--- config.mk ---
export PLATFORM = sky130hd
export DESIGN_NAME = adc_ref_select
export DESIGN_NICKNAME = d
export VERILOG_FILES = /design/src/inc/adc_sel_pkg.sv /design/src/hw/pin_share_ctrl.sv /design/src/hw/adc_ref_select.sv
export VERILOG_INCLUDE_DIRS = /design/src /design/src/inc
export SDC_FILE = /design/constraint.sdc
export NUM_CORES = 1
export LEC_CHECK = 0
export BUFFER_PORTS_ARGS = -buffer_cell sky130_fd_sc_hd__buf_2
export CORE_MARGIN = 1.5
export CORE_UTILIZATION = 45
export DETAILED_ROUTE_END_ITERATION = 8
export PLACE_DENSITY_LB_ADDON = 0.2
export SETUP_SLACK_MARGIN = 0.02
export SYNTH_ARGS = -nofsm -noshare
export SYNTH_HDL_FRONTEND = slang
export SYNTH_HIERARCHICAL = 1
export SYNTH_SLANG_ARGS = --single-unit
--- constraint.sdc ---
create_clock -name clk -period 3.1 [get_ports clk]
set_clock_uncertainty 0.05 [all_clocks]
set_input_delay 0.775 -clock clk [delete_from_list [all_inputs] [get_ports clk]]
set_output_delay 0.775 -clock clk [all_outputs]
set_load 0.05 [all_outputs]
--- src/inc/adc_sel_params.svh ---
// register offsets, field positions, reset values and codes of the converter input/reference selection block
// assumes an 8-bit register port with a 4-bit word address
`ifndef ADC_SEL_PARAMS_SVH
`define ADC_SEL_PARAMS_SVH

`define ADDR_CONV_FIRST 4'h0
`define ADDR_CONV_SECOND 4'h1
`define ADDR_AMP_REF 4'h2
`define ADDR_BANDGAP 4'h3
`define ADDR_FUNC_LOW0 4'h4
`define ADDR_FUNC_LOW1 4'h5
`define ADDR_FUNC_HIGH0 4'h6
`define ADDR_FUNC_HIGH1 4'h7

`define CHAN_SEL_LSB 0
`define CHAN_SEL_MSB 3
`define SRC_SEL_LSB 4
`define SRC_SEL_MSB 7
`define PGA_EN_BIT 7
`define PGA_IN_BIT 4
`define REF_SEL_LSB 2
`define REF_SEL_MSB 3
`define GAIN_SEL_LSB 0
`define GAIN_SEL_MSB 1
`define BANDGAP_EN_BIT 0

`define RST_CONV_FIRST 8'h00
`define RST_CONV_SECOND 8'h00
`define RST_AMP_REF 8'h00
`define RST_BANDGAP 8'h00
`define RST_FUNC 12'h000

`define NUM_CHANNELS 12
`define LAST_CHANNEL 4'hb
`define FUNC_ANALOG 2'h3

`endif

--- src/inc/adc_sel_pkg.sv ---
// types shared by the converter input/reference selection block
// assumes adc_sel_params.svh is compiled alongside
package adc_sel_pkg;

  typedef enum logic [1:0] {REF_AVDD, REF_PIN, REF_PGA} ref_src_t;

  typedef struct packed {
    logic avdd;
    logic ext_pin;
    logic pga_out;
  } ref_switch_t;

  typedef struct packed {
    logic avdd_full;
    logic avdd_half;
    logic avdd_quarter;
    logic pga_full;
    logic pga_half;
    logic pga_quarter;
    logic ground;
  } int_switch_t;

  typedef struct packed {
    logic from_pin;
    logic from_bandgap;
  } pga_input_t;

endpackage : adc_sel_pkg

--- src/hw/pin_share_ctrl.sv ---
// per-pin sharing overrides for the analog channel pins
// assumes function codes and port requests come from logic on the same clock
`timescale 1ns/1ps
`include "adc_sel_params.svh"

module pin_share_ctrl (
  input wire logic clk,
  input wire logic rst,
  input wire logic [11:0] func_low,
  input wire logic [11:0] func_high,
  input wire logic [11:0] pull_high_req,
  input wire logic [11:0] dir_output_req,
  output logic [11:0] analog_pin_en,
  output logic [11:0] pull_high_en,
  output logic [11:0] pin_drive_en
);
  import adc_sel_pkg::*;

  genvar i;
  generate
    for (i = 0; i < `NUM_CHANNELS; i = i + 1) begin : g_pin
      logic analog;
      assign analog = ({func_high[i], func_low[i]} == `FUNC_ANALOG);

      // an analog pin drops every digital function at once
      always_ff @(posedge clk or posedge rst) begin
        if (rst) begin
          analog_pin_en[i] <= 1'b0;
          pull_high_en[i] <= 1'b0;
          pin_drive_en[i] <= 1'b0;
        end else begin
          analog_pin_en[i] <= analog;
          pull_high_en[i] <= pull_high_req[i] & ~analog;
          pin_drive_en[i] <= dir_output_req[i] & ~analog;
        end
      end
    end
  endgenerate

endmodule : pin_share_ctrl

--- src/hw/adc_ref_select.sv ---
// register file and switch decoding for the converter input and reference selection
// assumes a single-cycle register port on clk; analog switches sit outside this logic
`timescale 1ns/1ps
`include "adc_sel_params.svh"

// Notes on behaviour
// - pga_enable bit 7 powers the reference amplifier on when set.
// - amplifier register bits 6 and 5 read zero and ignore writes.
// - pga_input_select 0 takes the external pin, 1 takes the bandgap.
// - selecting the bandgap disconnects the external amplifier input pin.
// - reference_select 00 supply, 01 external pin, 1x amplifier output.
// - an internal reference disconnects the external reference pin.
// - gain_select picks gains 1, 1.667, 2.5, 3.333.
// - bandgap register holds enable at bit 0, bits 7 to 1 read zero.
// - an analog pin has all its other functions disabled.
// - register pull-high is dropped while a pin is analog.
// - analog selection overrides the pin's direction control.
// - source codes 0000, 0100, 11xx convert the selected external channel.
// - other source codes pick supply, amplifier fractions or ground.
// - an internal source disconnects every external channel.
// - channel codes 0000 to 1011 pick pins, 1100 to 1111 float.
// - input_source_select sits in bits 7 to 4, reset zero.
// - channel_select sits in bits 3 to 0, reset zero.
module adc_ref_select (
  input wire logic clk,
  input wire logic rst,
  input wire logic [3:0] addr,
  input wire logic [7:0] wdata,
  input wire logic wr_strobe,
  input wire logic rd_strobe,
  output logic [7:0] rd_data,
  input wire logic [11:0] pull_high_req,
  input wire logic [11:0] dir_output_req,
  output logic [11:0] analog_pin_en,
  output logic [11:0] pull_high_en,
  output logic [11:0] pin_drive_en,
  output logic pga_enable,
  output logic bandgap_enable,
  output adc_sel_pkg::pga_input_t pga_input,
  output adc_sel_pkg::ref_switch_t ref_switch,
  output logic [3:0] gain_onehot,
  output logic [11:0] channel_switch,
  output adc_sel_pkg::int_switch_t int_switch
);
  import adc_sel_pkg::*;

  logic [3:0] channel_select_reg;
  logic [3:0] input_source_reg;
  logic pga_enable_reg;
  logic pga_input_reg;
  logic [1:0] reference_select_reg;
  logic [1:0] gain_select_reg;
  logic bandgap_enable_reg;
  logic [11:0] func_low_reg;
  logic [11:0] func_high_reg;

  logic [7:0] rd_data_next;
  logic external_mode;
  ref_src_t ref_src;
  ref_switch_t ref_switch_next;
  int_switch_t int_switch_next;
  pga_input_t pga_input_next;
  logic [11:0] channel_switch_next;
  logic [3:0] gain_onehot_next;
  logic [15:0] gain_decoded;
  logic [15:0] channel_decoded;

  // one decoder serves both the channel and the gain fields
  function automatic logic [15:0] onehot16(input logic [3:0] code);
    logic [15:0] v;
    v = 16'h0000;
    v[code] = 1'b1;
    return v;
  endfunction : onehot16

  function automatic logic write_hit(input logic [3:0] a, input logic [3:0] target, input logic wr);
    return wr && (a == target);
  endfunction : write_hit

  // converter first control: only the channel field lives here
  always_ff @(posedge clk or posedge rst) begin
    if (rst) begin
      channel_select_reg <= 4'(`RST_CONV_FIRST >> `CHAN_SEL_LSB);
    end else if (write_hit(addr, `ADDR_CONV_FIRST, wr_strobe)) begin
      channel_select_reg <= wdata[`CHAN_SEL_MSB:`CHAN_SEL_LSB];
    end
  end

  // converter second control: the source field
  always_ff @(posedge clk or posedge rst) begin
    if (rst) begin
      input_source_reg <= 4'(`RST_CONV_SECOND >> `SRC_SEL_LSB);
    end else if (write_hit(addr, `ADDR_CONV_SECOND, wr_strobe)) begin
      input_source_reg <= wdata[`SRC_SEL_MSB:`SRC_SEL_LSB];
    end
  end

  // amplifier/reference control; bits 6 and 5 have no storage
  always_ff @(posedge clk or posedge rst) begin
    if (rst) begin
      pga_enable_reg <= 1'(`RST_AMP_REF >> `PGA_EN_BIT);
      pga_input_reg <= 1'(`RST_AMP_REF >> `PGA_IN_BIT);
      reference_select_reg <= 2'(`RST_AMP_REF >> `REF_SEL_LSB);
      gain_select_reg <= 2'(`RST_AMP_REF >> `GAIN_SEL_LSB);
    end else if (write_hit(addr, `ADDR_AMP_REF, wr_strobe)) begin
      pga_enable_reg <= wdata[`PGA_EN_BIT];
      pga_input_reg <= wdata[`PGA_IN_BIT];
      reference_select_reg <= wdata[`REF_SEL_MSB:`REF_SEL_LSB];
      gain_select_reg <= wdata[`GAIN_SEL_MSB:`GAIN_SEL_LSB];
    end
  end

  // bandgap control
  always_ff @(posedge clk or posedge rst) begin
    if (rst) begin
      bandgap_enable_reg <= 1'(`RST_BANDGAP >> `BANDGAP_EN_BIT);
    end else if (write_hit(addr, `ADDR_BANDGAP, wr_strobe)) begin
      bandgap_enable_reg <= wdata[`BANDGAP_EN_BIT];
    end
  end

  // pin function codes; two bits per pin split over low and high banks
  always_ff @(posedge clk or posedge rst) begin
    if (rst) begin
      func_low_reg <= `RST_FUNC;
    end else begin
      if (write_hit(addr, `ADDR_FUNC_LOW0, wr_strobe)) begin
        func_low_reg[7:0] <= wdata;
      end
      if (write_hit(addr, `ADDR_FUNC_LOW1, wr_strobe)) begin
        func_low_reg[11:8] <= wdata[3:0];
      end
    end
  end

  always_ff @(posedge clk or posedge rst) begin
    if (rst) begin
      func_high_reg <= `RST_FUNC;
    end else begin
      if (write_hit(addr, `ADDR_FUNC_HIGH0, wr_strobe)) begin
        func_high_reg[7:0] <= wdata;
      end
      if (write_hit(addr, `ADDR_FUNC_HIGH1, wr_strobe)) begin
        func_high_reg[11:8] <= wdata[3:0];
      end
    end
  end

  // read mux; unmapped addresses and unimplemented bits read zero
  always_comb begin
    rd_data_next = 8'h00;
    case (addr)
      `ADDR_CONV_FIRST: begin
        rd_data_next[`CHAN_SEL_MSB:`CHAN_SEL_LSB] = channel_select_reg;
      end
      `ADDR_CONV_SECOND: begin
        rd_data_next[`SRC_SEL_MSB:`SRC_SEL_LSB] = input_source_reg;
      end
      `ADDR_AMP_REF: begin
        rd_data_next[`PGA_EN_BIT] = pga_enable_reg;
        rd_data_next[`PGA_IN_BIT] = pga_input_reg;
        rd_data_next[`REF_SEL_MSB:`REF_SEL_LSB] = reference_select_reg;
        rd_data_next[`GAIN_SEL_MSB:`GAIN_SEL_LSB] = gain_select_reg;
        rd_data_next[6:5] = 2'h0;
      end
      `ADDR_BANDGAP: begin
        rd_data_next[`BANDGAP_EN_BIT] = bandgap_enable_reg;
        rd_data_next[7:1] = 7'h00;
      end
      `ADDR_FUNC_LOW0: begin
        rd_data_next = func_low_reg[7:0];
      end
      `ADDR_FUNC_LOW1: begin
        rd_data_next = {4'h0, func_low_reg[11:8]};
      end
      `ADDR_FUNC_HIGH0: begin
        rd_data_next = func_high_reg[7:0];
      end
      `ADDR_FUNC_HIGH1: begin
        rd_data_next = {4'h0, func_high_reg[11:8]};
      end
      default: begin
        rd_data_next = 8'h00;
      end
    endcase
  end

  // read data stand only in the cycle after the strobe
  always_ff @(posedge clk or posedge rst) begin
    if (rst) begin
      rd_data <= 8'h00;
    end else if (rd_strobe) begin
      rd_data <= rd_data_next;
    end else begin
      rd_data <= 8'h00;
    end
  end

  // amplifier input: the pin switch opens whenever the bandgap is picked
  always_comb begin
    pga_input_next.from_pin = ~pga_input_reg;
    pga_input_next.from_bandgap = pga_input_reg;
  end

  // reference source; 1x ignores the low bit
  always_comb begin
    if (reference_select_reg[1]) begin
      ref_src = REF_PGA;
    end else if (reference_select_reg[0]) begin
      ref_src = REF_PIN;
    end else begin
      ref_src = REF_AVDD;
    end
  end

  always_comb begin
    ref_switch_next = '0;
    case (ref_src)
      REF_AVDD: begin
        ref_switch_next.avdd = 1'b1;
      end
      REF_PIN: begin
        ref_switch_next.ext_pin = 1'b1;
      end
      REF_PGA: begin
        ref_switch_next.pga_out = 1'b1;
      end
      default: begin
        ref_switch_next = '0;
      end
    endcase
  end

  always_comb begin
    gain_decoded = onehot16({2'h0, gain_select_reg});
    gain_onehot_next = gain_decoded[3:0];
  end

  // source decode: external for 0000, 0100 and 11xx
  always_comb begin
    external_mode = (input_source_reg == 4'h0) || (input_source_reg == 4'h4)
      || (input_source_reg[3:2] == 2'h3);
  end

  always_comb begin
    int_switch_next = '0;
    case (input_source_reg)
      4'h1: begin
        int_switch_next.avdd_full = 1'b1;
      end
      4'h2: begin
        int_switch_next.avdd_half = 1'b1;
      end
      4'h3: begin
        int_switch_next.avdd_quarter = 1'b1;
      end
      4'h5: begin
        int_switch_next.pga_full = 1'b1;
      end
      4'h6: begin
        int_switch_next.pga_half = 1'b1;
      end
      4'h7: begin
        int_switch_next.pga_quarter = 1'b1;
      end
      4'h8, 4'h9, 4'ha, 4'hb: begin
        int_switch_next.ground = 1'b1;
      end
      default: begin
        int_switch_next = '0;
      end
    endcase
  end

  // channel codes past the last pin leave the input floating
  always_comb begin
    channel_decoded = onehot16(channel_select_reg);
    if (external_mode && (channel_select_reg <= `LAST_CHANNEL)) begin
      channel_switch_next = channel_decoded[11:0];
    end else begin
      channel_switch_next = 12'h000;
    end
  end

  // switch enables are registered so every output leaves a flop
  always_ff @(posedge clk or posedge rst) begin
    if (rst) begin
      channel_switch <= 12'h000;
      int_switch <= '0;
    end else begin
      channel_switch <= channel_switch_next;
      int_switch <= int_switch_next;
    end
  end

  always_ff @(posedge clk or posedge rst) begin
    if (rst) begin
      ref_switch <= '0;
    end else begin
      ref_switch <= ref_switch_next;
    end
  end

  always_ff @(posedge clk or posedge rst) begin
    if (rst) begin
      gain_onehot <= 4'h0;
    end else begin
      gain_onehot <= gain_onehot_next;
    end
  end

  // both amplifier input switches stay open while in reset
  always_ff @(posedge clk or posedge rst) begin
    if (rst) begin
      pga_input <= '0;
    end else begin
      pga_input <= pga_input_next;
    end
  end

  // power enables follow their bits; no interlock with the bandgap, software orders that
  always_ff @(posedge clk or posedge rst) begin
    if (rst) begin
      pga_enable <= 1'b0;
    end else begin
      pga_enable <= pga_enable_reg;
    end
  end

  always_ff @(posedge clk or posedge rst) begin
    if (rst) begin
      bandgap_enable <= 1'b0;
    end else begin
      bandgap_enable <= bandgap_enable_reg;
    end
  end

  pin_share_ctrl u_pin_share (
    .clk(clk),
    .rst(rst),
    .func_low(func_low_reg),
    .func_high(func_high_reg),
    .pull_high_req(pull_high_req),
    .dir_output_req(dir_output_req),
    .analog_pin_en(analog_pin_en),
    .pull_high_en(pull_high_en),
    .pin_drive_en(pin_drive_en)
  );

endmodule : adc_ref_select

Word-level counts from Yosys, hierarchy flattened
Cells that the tools add are included.
- order comparisons: 5
- equality and inequality tests: 33
- multiplexer cells: 20
- bitwise operators: 37
- reduce and logical (&&, ||, !) cells: 17
- operators by type and width (kind ; number):
    == test 4 x 3 -> 1 bit (second input constant) ; 8
    == test 2 bit (second input constant) ; 14
    one-hot mux 4 bit (7 select lines) ; 1
    AND 1 bit ; 24
    == test 4 x 2 -> 1 bit (second input constant) ; 4
    == test 4 bit (second input constant) ; 4
    one-hot mux 4 bit (4 select lines) ; 1
    2-to-1 mux 1 bit ; 13
    NOT 1 bit ; 13
    2-to-1 mux 12 bit ; 1
    logical AND 1 bit ; 11
    == test 4 x 1 -> 1 bit (second input constant) ; 2
    zero test 4 bit ; 2
    2-to-1 mux 8 bit ; 1
    less-than comparator 2 x 5 -> 1 bit (second input constant) ; 1
    less-than comparator 4 x 5 -> 1 bit (second input constant) ; 1
    demux 1 bit (select 4 bit) ; 1
    greater-or-equal comparator 4 x 1 -> 1 bit (second input constant) ; 1
    <= comparator 4 bit (second input constant) ; 1
    OR reduction 4 bit ; 1
    demux 1 bit (select 2 bit) ; 1
    == test 2 x 1 -> 1 bit (second input constant) ; 1
    greater-or-equal comparator 2 x 1 -> 1 bit (second input constant) ; 1
    zero test 2 bit ; 1
    other kinds (2) ; 3
- bits in registers: 113
- word-level logic and storage cells: 176

Logic depth before layout (Yosys ltp)
Gate-level depths: netlist (run 1).
- word-level depth: 5
- gate-level depth with buffers: 6

By module
Netlist (run 1), hierarchy kept.
- modules (own cells, without submodules) (module ; times used ; cells an instance ; area each (sq um) ; seq. area each (sq um)):
    adc_ref_select ; 1 ; 234 ; 3196.8 ; 1926.8
    pin_share_ctrl ; 1 ; 73 ; 1159.9 ; 900.9

Worst setup path before layout (run 1)
OpenSTA, ideal clock, no wires.
- kind: in2reg
- start point: input addr[3]
- end point: register func_high_reg[10]
- library setup time: 125 ps
- data arrival time: 1721 ps
- required time: 2925 ps
- path slack: 1204 ps
- stages on the path: 5
- buffers on the path: 2
- cell sequence: buf_6 nor2b_2 buf_6 and4_1 mux2_2
- word-level cells in the longest chain between the ends: 2
- ends and longest elaborated chain (what ; RTL line ; text):
    start: declaration ; adc_ref_select.sv:27 ; input wire logic [3:0] addr,
    == test 4 x 3 -> 1 bit ; adc_ref_select.sv:77 ; return wr && (a == target);
    logical AND 1 bit ; adc_ref_select.sv:77 ;
    end signal: assignment ; adc_ref_select.sv:138 ; func_high_reg <= `RST_FUNC;
    end signal: assignment ; adc_ref_select.sv:144 ; func_high_reg[11:8] <= wdata[3:0];
    end: declaration ; adc_ref_select.sv:55 ; logic [11:0] func_high_reg;
No other way between the ends.
A chain may end at the register's enable or synchronous reset.

Final worst setup path (run 1)
- start point: register int_switch[0] in the netlist's numbering
- end point: output int_switch[0] in the netlist's numbering
- RTL lines (what ; RTL line ; text):
    start: declaration ; adc_ref_select.sv:43 ; output adc_sel_pkg::int_switch_t int_switch
    start signal: assignment ; adc_ref_select.sv:292 ; int_switch <= int_switch_next;
No word-level cell between the ends.

==> flow_metrics.tcl, run 1 <==
set metrics [dict create \
    hold_violations 0 \
    clkTransAtPathRegs_ps 60 \
    yosysWarnings 6 \
    whs_ps 278.2 \
    clk_latency_ps 510 \
    first_global_vias 2864 \
    critPathTopFamily "flip-flops" \
    firstDrtPassIters 4 \
    worstMarginPinSlew_ps 832.9 \
    fin_setup_tns_ps 0 \
    place_ws_ps 724.1 \
    placed_cell_area_sq_um 5037 \
    drive_above_1_share_pct 45.82 \
    multi_input_area_sq_um 1424 \
    crit_path_start_kind "flip-flop" \
    rsz0062_at_grt "no" \
    fin_crit_ps 1935 \
    initial_core_util_pct 46.71 \
    worstPathArrival_ps 1110 \
    dp_hpwl_mm 6.297 \
    hold_class "in -> async" \
    synth_cells 307 \
    relSlewSlack_pct 44.41 \
    gp_congestion 0.8571 \
    drt_iter0_drc 89 \
    leakagePower_nw 2.790 \
    viasPerCell 4.995 \
    fp.dieW_microns 101.4 \
    finalInstanceArea_sq_um 5639 \
    finalMaxSlewViolations 0 \
    cts_tree "built" \
    max_freq_mhz 516.7 \
    num-fill-cells 788 \
    wire_per_inst_microns 15.93 \
    yosys.area.top_type "dfrtp_1" \
    synth-seq-cells 113 \
    ctsHoldBuffers 0 \
    syn-num-nets 347 \
    cts_buffer_depth 2 \
    critPathKind "reg -> out" \
    path_buf_inv 1 \
    synth.distinct_cells 40 \
    final-seq-area_sq_um 2828 \
    ant_nets 0 \
    finalWorstSetupSlack_ps 1165 \
    power_density_nw_per_um2 869.7 \
    gr-usage-all-layers_pct 19.27 \
    htree_levels 4 \
    grt_pass1_wl_mm 14.64 \
    die_height_microns 101.4 \
    cts_resized 0 \
    root_buffer "clkbuf_8" \
    syn_area_per_cell_sq_um 14.19 \
    rows 35 \
    mostFrequentLayoutCells "dfrtp_1 (113), buf_2 (113), mux2_2 (48)" \
    async_reset_ff_share_pct 100.0 \
    antenna_found_initial 0 \
    synth_area_sq_um 4357 \
    yosysTopAreaCellShare_pct 64.91 \
    die-area_sq_um 10280 \
    io_buffers 113 \
    grt_max_degree 78 \
    slowest_delay_ps 340 \
    cp_max_fo 1 \
    cts_sinks 113 \
    drc_errors 0 \
    io_pins 114 \
    endpoint_kind "primary output" \
    peakVddDrop_mv 0.3928 \
    post-route-period-util_pct 62.43 \
    grt-ovfl-total 0 \
    synthTopCellsByArea "dfrtp_1 (65%), mux2_2 (12%), a21boi_1 (4.5%)" \
    path_cells "buf_2" \
    ys.flop_type "dfrtp_1" \
    core-area_sq_um 9328 \
    outcome "complete, no violations" \
    yosysSeqAreaShare_pct 64.91 \
    cts_made_buffers 17 \
    synth-edff-count 0 \
    num_antenna_cells 0 \
    syn_to_final_growth_pct 29.44 \
    setup_violations 0 \
    route.final.wire_length_mm 9.112 \
    cts_setup_buffers 0 \
    slowest_stage "dfrtp_1" \
    num-nets-final 470 \
    vias 2857 \
    max_cap_violations 0 \
    cp.required_ps 2270 \
]
## routing by layer
layer,vias to the layer above,part of all wire [%],routed length [microns],track usage (%)
li1,1339,-,-,-
met1,1409,43,3901,25.48
met2,92,50,4562,30.20
met3,17,5.4,488,5.314
met4,0,1.8,160,8.013
met5,-,0,0,0
## worst reg2reg max path, delay by kind of cell, from the launching register on
kind / cells / cell delay (ps)
AOI/OAI and AO/OA: 1 / 290
DFF: 1 / 480
and+or+nand+nor: 2 / 430
## where the power goes
part | internal, mW | switching (mW) | leakage [nW]
registers | 1.73 | 0.200 | 1.44
clock network | 1.32 | 0.630 | 0.289
logic | 0.321 | 0.706 | 1.06
total | 3.37 | 1.54 | 2.79
## metrics by stage
| step | util [%] | total power, mW | std cells |
|---|---|---|---|
| finish | 60.46 | 4.905 | 572 |
| global route | 60.46 | 5.123 | 572 |
| CTS | 60.46 | 4.959 | 572 |
| detailed placement | 54.00 | 2.987 | 540 |
| global placement | 54.00 | 2.965 | 540 |
| floorplan | - | 2.699 | 307 |
## path summary, 6_finish.rpt
check / end / slack [ps] / cells after the start / start
setup / recovery: int_switch[0] / 1160 / 1 / int_switch[0]
max in group asynchronous: u_pin_share/analog_pin_en[7] / 2030 / 3 / rst
hold / removal: func_high_reg[11] / 280 / 3 / rst
hold reg to reg: bandgap_enable / 360 / 0 / bandgap_enable_reg
min in group clk: bandgap_enable / 360 / 0 / bandgap_enable_reg
setup reg to reg: channel_switch[8] / 1760 / 3 / input_source_reg[1]
## synthesized netlist by cell type (2+ instances only)
| cell | number |
|---|---|
| a21oi_1 | 5 |
| and3_1 | 4 |
| a21boi_1 | 26 |
| mux2_4 | 4 |
| nand3_1 | 5 |
| dfrtp_1 | 113 |
| buf_6 | 4 |
| nor2_1 | 13 |
| buf_4 | 3 |
| and2_1 | 13 |
| nand3b_1 | 8 |
| or3_1 | 2 |
| nand4b_1 | 2 |
| mux2_2 | 48 |
| nor2b_1 | 5 |
| nand2b_1 | 4 |
| a32oi_1 | 4 |
| o21a_1 | 2 |
| buf_2 | 3 |
| nand2_2 | 2 |
| nor3_1 | 7 |
| inv_1 | 5 |
| a211o_1 | 2 |
| nor3b_1 | 2 |
| nand2_1 | 6 |
## area by class of cell
class,instances,area share [%]
Sequential cell,113,50.14
Multi-Input combinational cell,178,25.25
Timing Repair Buffer,115,10.74
Clock buffer,22,7.854
Tap cell,129,2.862
Clock inverter,10,2.818
Inverter,5,0.3328
## kinds of logic (layout without fill, tap and decap cells)
logic type             count (synthesis)  count (layout)  share of synthesized area, %
buffers and inverters                 16             152                         2.412
AOI/OAI and AO/OA                     43              43                         7.208
and+or+nand+nor                       82              82                         11.46
muxes                                 53              53                         14.02
DFF                                  113             113                         64.91
(Power assumes the default switching activity.)
==> run 2, diff against run 1 <==
==> constraint.sdc (replaced) <==
create_clock -name clk -period 1.7 [get_ports clk]
set_clock_uncertainty 0.05 [all_clocks]
set_input_delay 0.425 -clock clk [delete_from_list [all_inputs] [get_ports clk]]
set_output_delay 0.425 -clock clk [all_outputs]
set_load 0.05 [all_outputs]
==> run 2 against run 1 <==
Compared with the run above: via count up 1.2%; combinational power up 86%; final area up 2.4%; largest power group unchanged; highest routed layer unchanged.
==> flow_metrics.tcl, run 2 (synthesis results as in run 1) <==
set metrics [dict create \
    hold_violations 0 \
    num-fill-cells 746 \
    first_global_vias 2926 \
    firstDrtPassIters 4 \
    io_pins 114 \
    setup_violations 0 \
    io_buffers 113 \
    whs_ps 114.1 \
    finalInstanceArea_sq_um 5772 \
    gp_congestion 0.8262 \
    clkTransAtPathRegs_ps 50 \
    path_cells "buf_2" \
    core-area_sq_um 9328 \
    hold_class "in -> reg" \
    rows 35 \
    endpoint_kind "primary output" \
    num-nets-final 485 \
    cp.required_ps 1220 \
    initial_core_util_pct 46.71 \
    cts_setup_buffers 0 \
    grt_max_degree 60 \
    placed_cell_area_sq_um 5134 \
    num_antenna_cells 0 \
    fin_crit_ps 1601 \
    grt-ovfl-total 0 \
    antenna_found_initial 0 \
    critPathKind "reg -> out" \
    multi_input_area_sq_um 1424 \
    power_density_nw_per_um2 1578 \
    worstPathArrival_ps 1130 \
    mostFrequentLayoutCells "dfrtp_1 (113), buf_2 (113), mux2_2 (48)" \
    root_buffer "clkbuf_8" \
    cp_max_fo 1 \
    route.final.wire_length_mm 9.429 \
    worstMarginPinSlew_ps 514.0 \
    grt_pass1_wl_mm 14.85 \
    leakagePower_nw 2.872 \
    relSlewSlack_pct 65.44 \
    die-area_sq_um 10280 \
    ant_nets 0 \
    final-seq-area_sq_um 2828 \
    vias 2890 \
    max_cap_violations 0 \
    htree_levels 4 \
    path_buf_inv 1 \
    cts_buffer_depth 2 \
    cts_sinks 113 \
    peakVddDrop_mv 0.6155 \
    crit_path_start_kind "flip-flop" \
    final_util_pct 61.88 \
    gr-usage-all-layers_pct 19.49 \
    outcome "complete, no violations" \
    dp_hpwl_mm 6.520 \
    slowest_stage "dfrtp_1" \
    finalMaxSlewViolations 0 \
    wire_per_inst_microns 16.06 \
    viasPerCell 4.923 \
    fp.dieW_microns 101.4 \
    post-route-period-util_pct 94.17 \
    slowest_delay_ps 360 \
    drt_iter0_drc 103 \
    syn_to_final_growth_pct 32.48 \
    rsz0062_at_grt "no" \
    max_freq_mhz 624.6 \
    drc_errors 0 \
    cts_tree "built" \
    cts_made_buffers 17 \
    die_height_microns 101.4 \
    clk_latency_ps 510 \
    drive_above_1_share_pct 48.03 \
    cts_resized 0 \
    critPathTopFamily "flip-flops" \
]
## run 2: cell count changes in the layout (fill, tap and decap cells not counted)
cell	change
buf_12	-1
buf_4	+15
clkbuf_1	-3
clkbuf_8	+3
clkinv_2	+1
clkinv_4	-1
clkinvlp_4	+1
dlygate4sd3_1	+1
inv_2	-1
## run 2: per-stage QoR
step	instances	setup TNS [ps]	power, mW	worst slack, ps
floorplan	307	0	4.922	153.9
global placement	554	-84.18	5.425	-21.86
detailed placement	554	-92.08	5.468	-28.67
CTS	587	0	9.198	66.28
global route	587	0	9.468	57.65
finish	587	0	9.110	99.07
## run 2: metal layers
metal  global-route usage [%]  up-vias  wire [microns]
met4                    7.158        0              97
met2                    32.78       84            4782
met3                    5.107        9             383
met5                        0        -               0
li1                         -     1362               -
met1                    24.36     1435            4166
## run 2: repair_timing
action,CTS,global route
endpoints found under the setup margin,0,0
hold buffers,1,0
hold endpoints to repair,113,0
## run 2: final cells by class
type	count	area share (%)
Inverter	5	0.3902
Clock buffer	22	8.194
Tap cell	129	2.796
Timing Repair Buffer	130	12.27
Multi-Input combinational cell	178	24.67
Clock inverter	10	2.688
Sequential cell	113	48.99
## run 2: final timing paths
kind,depth (start not counted),end,startpoint,slack [ps]
worst min register to register,0,bandgap_enable,bandgap_enable_reg,350
max in group asynchronous,4,func_high_reg[7],rst,790
worst max-delay path,1,pga_enable,pga_enable,100
worst min-delay path,2,u_pin_share/pin_drive_en[6],dir_output_req[6],110
worst max register to register,3,channel_switch[8],input_source_reg[0],320
min in group asynchronous,4,u_pin_share/pull_high_en[2],rst,500
## run 2: worst register-to-register path: stages (launching register included)
cell	delay (ps)
dfrtp_1	440
o21bai_1	310
nand4b_1	260
nor3_1	220
## run 2: power breakdown
| part | internal (mW) | switching, mW |
|---|---|---|
| sequential | 3.15 | 0.355 |
| combinational | 0.609 | 1.31 |
| clock | 2.52 | 1.16 |
| total | 6.28 | 2.83 |
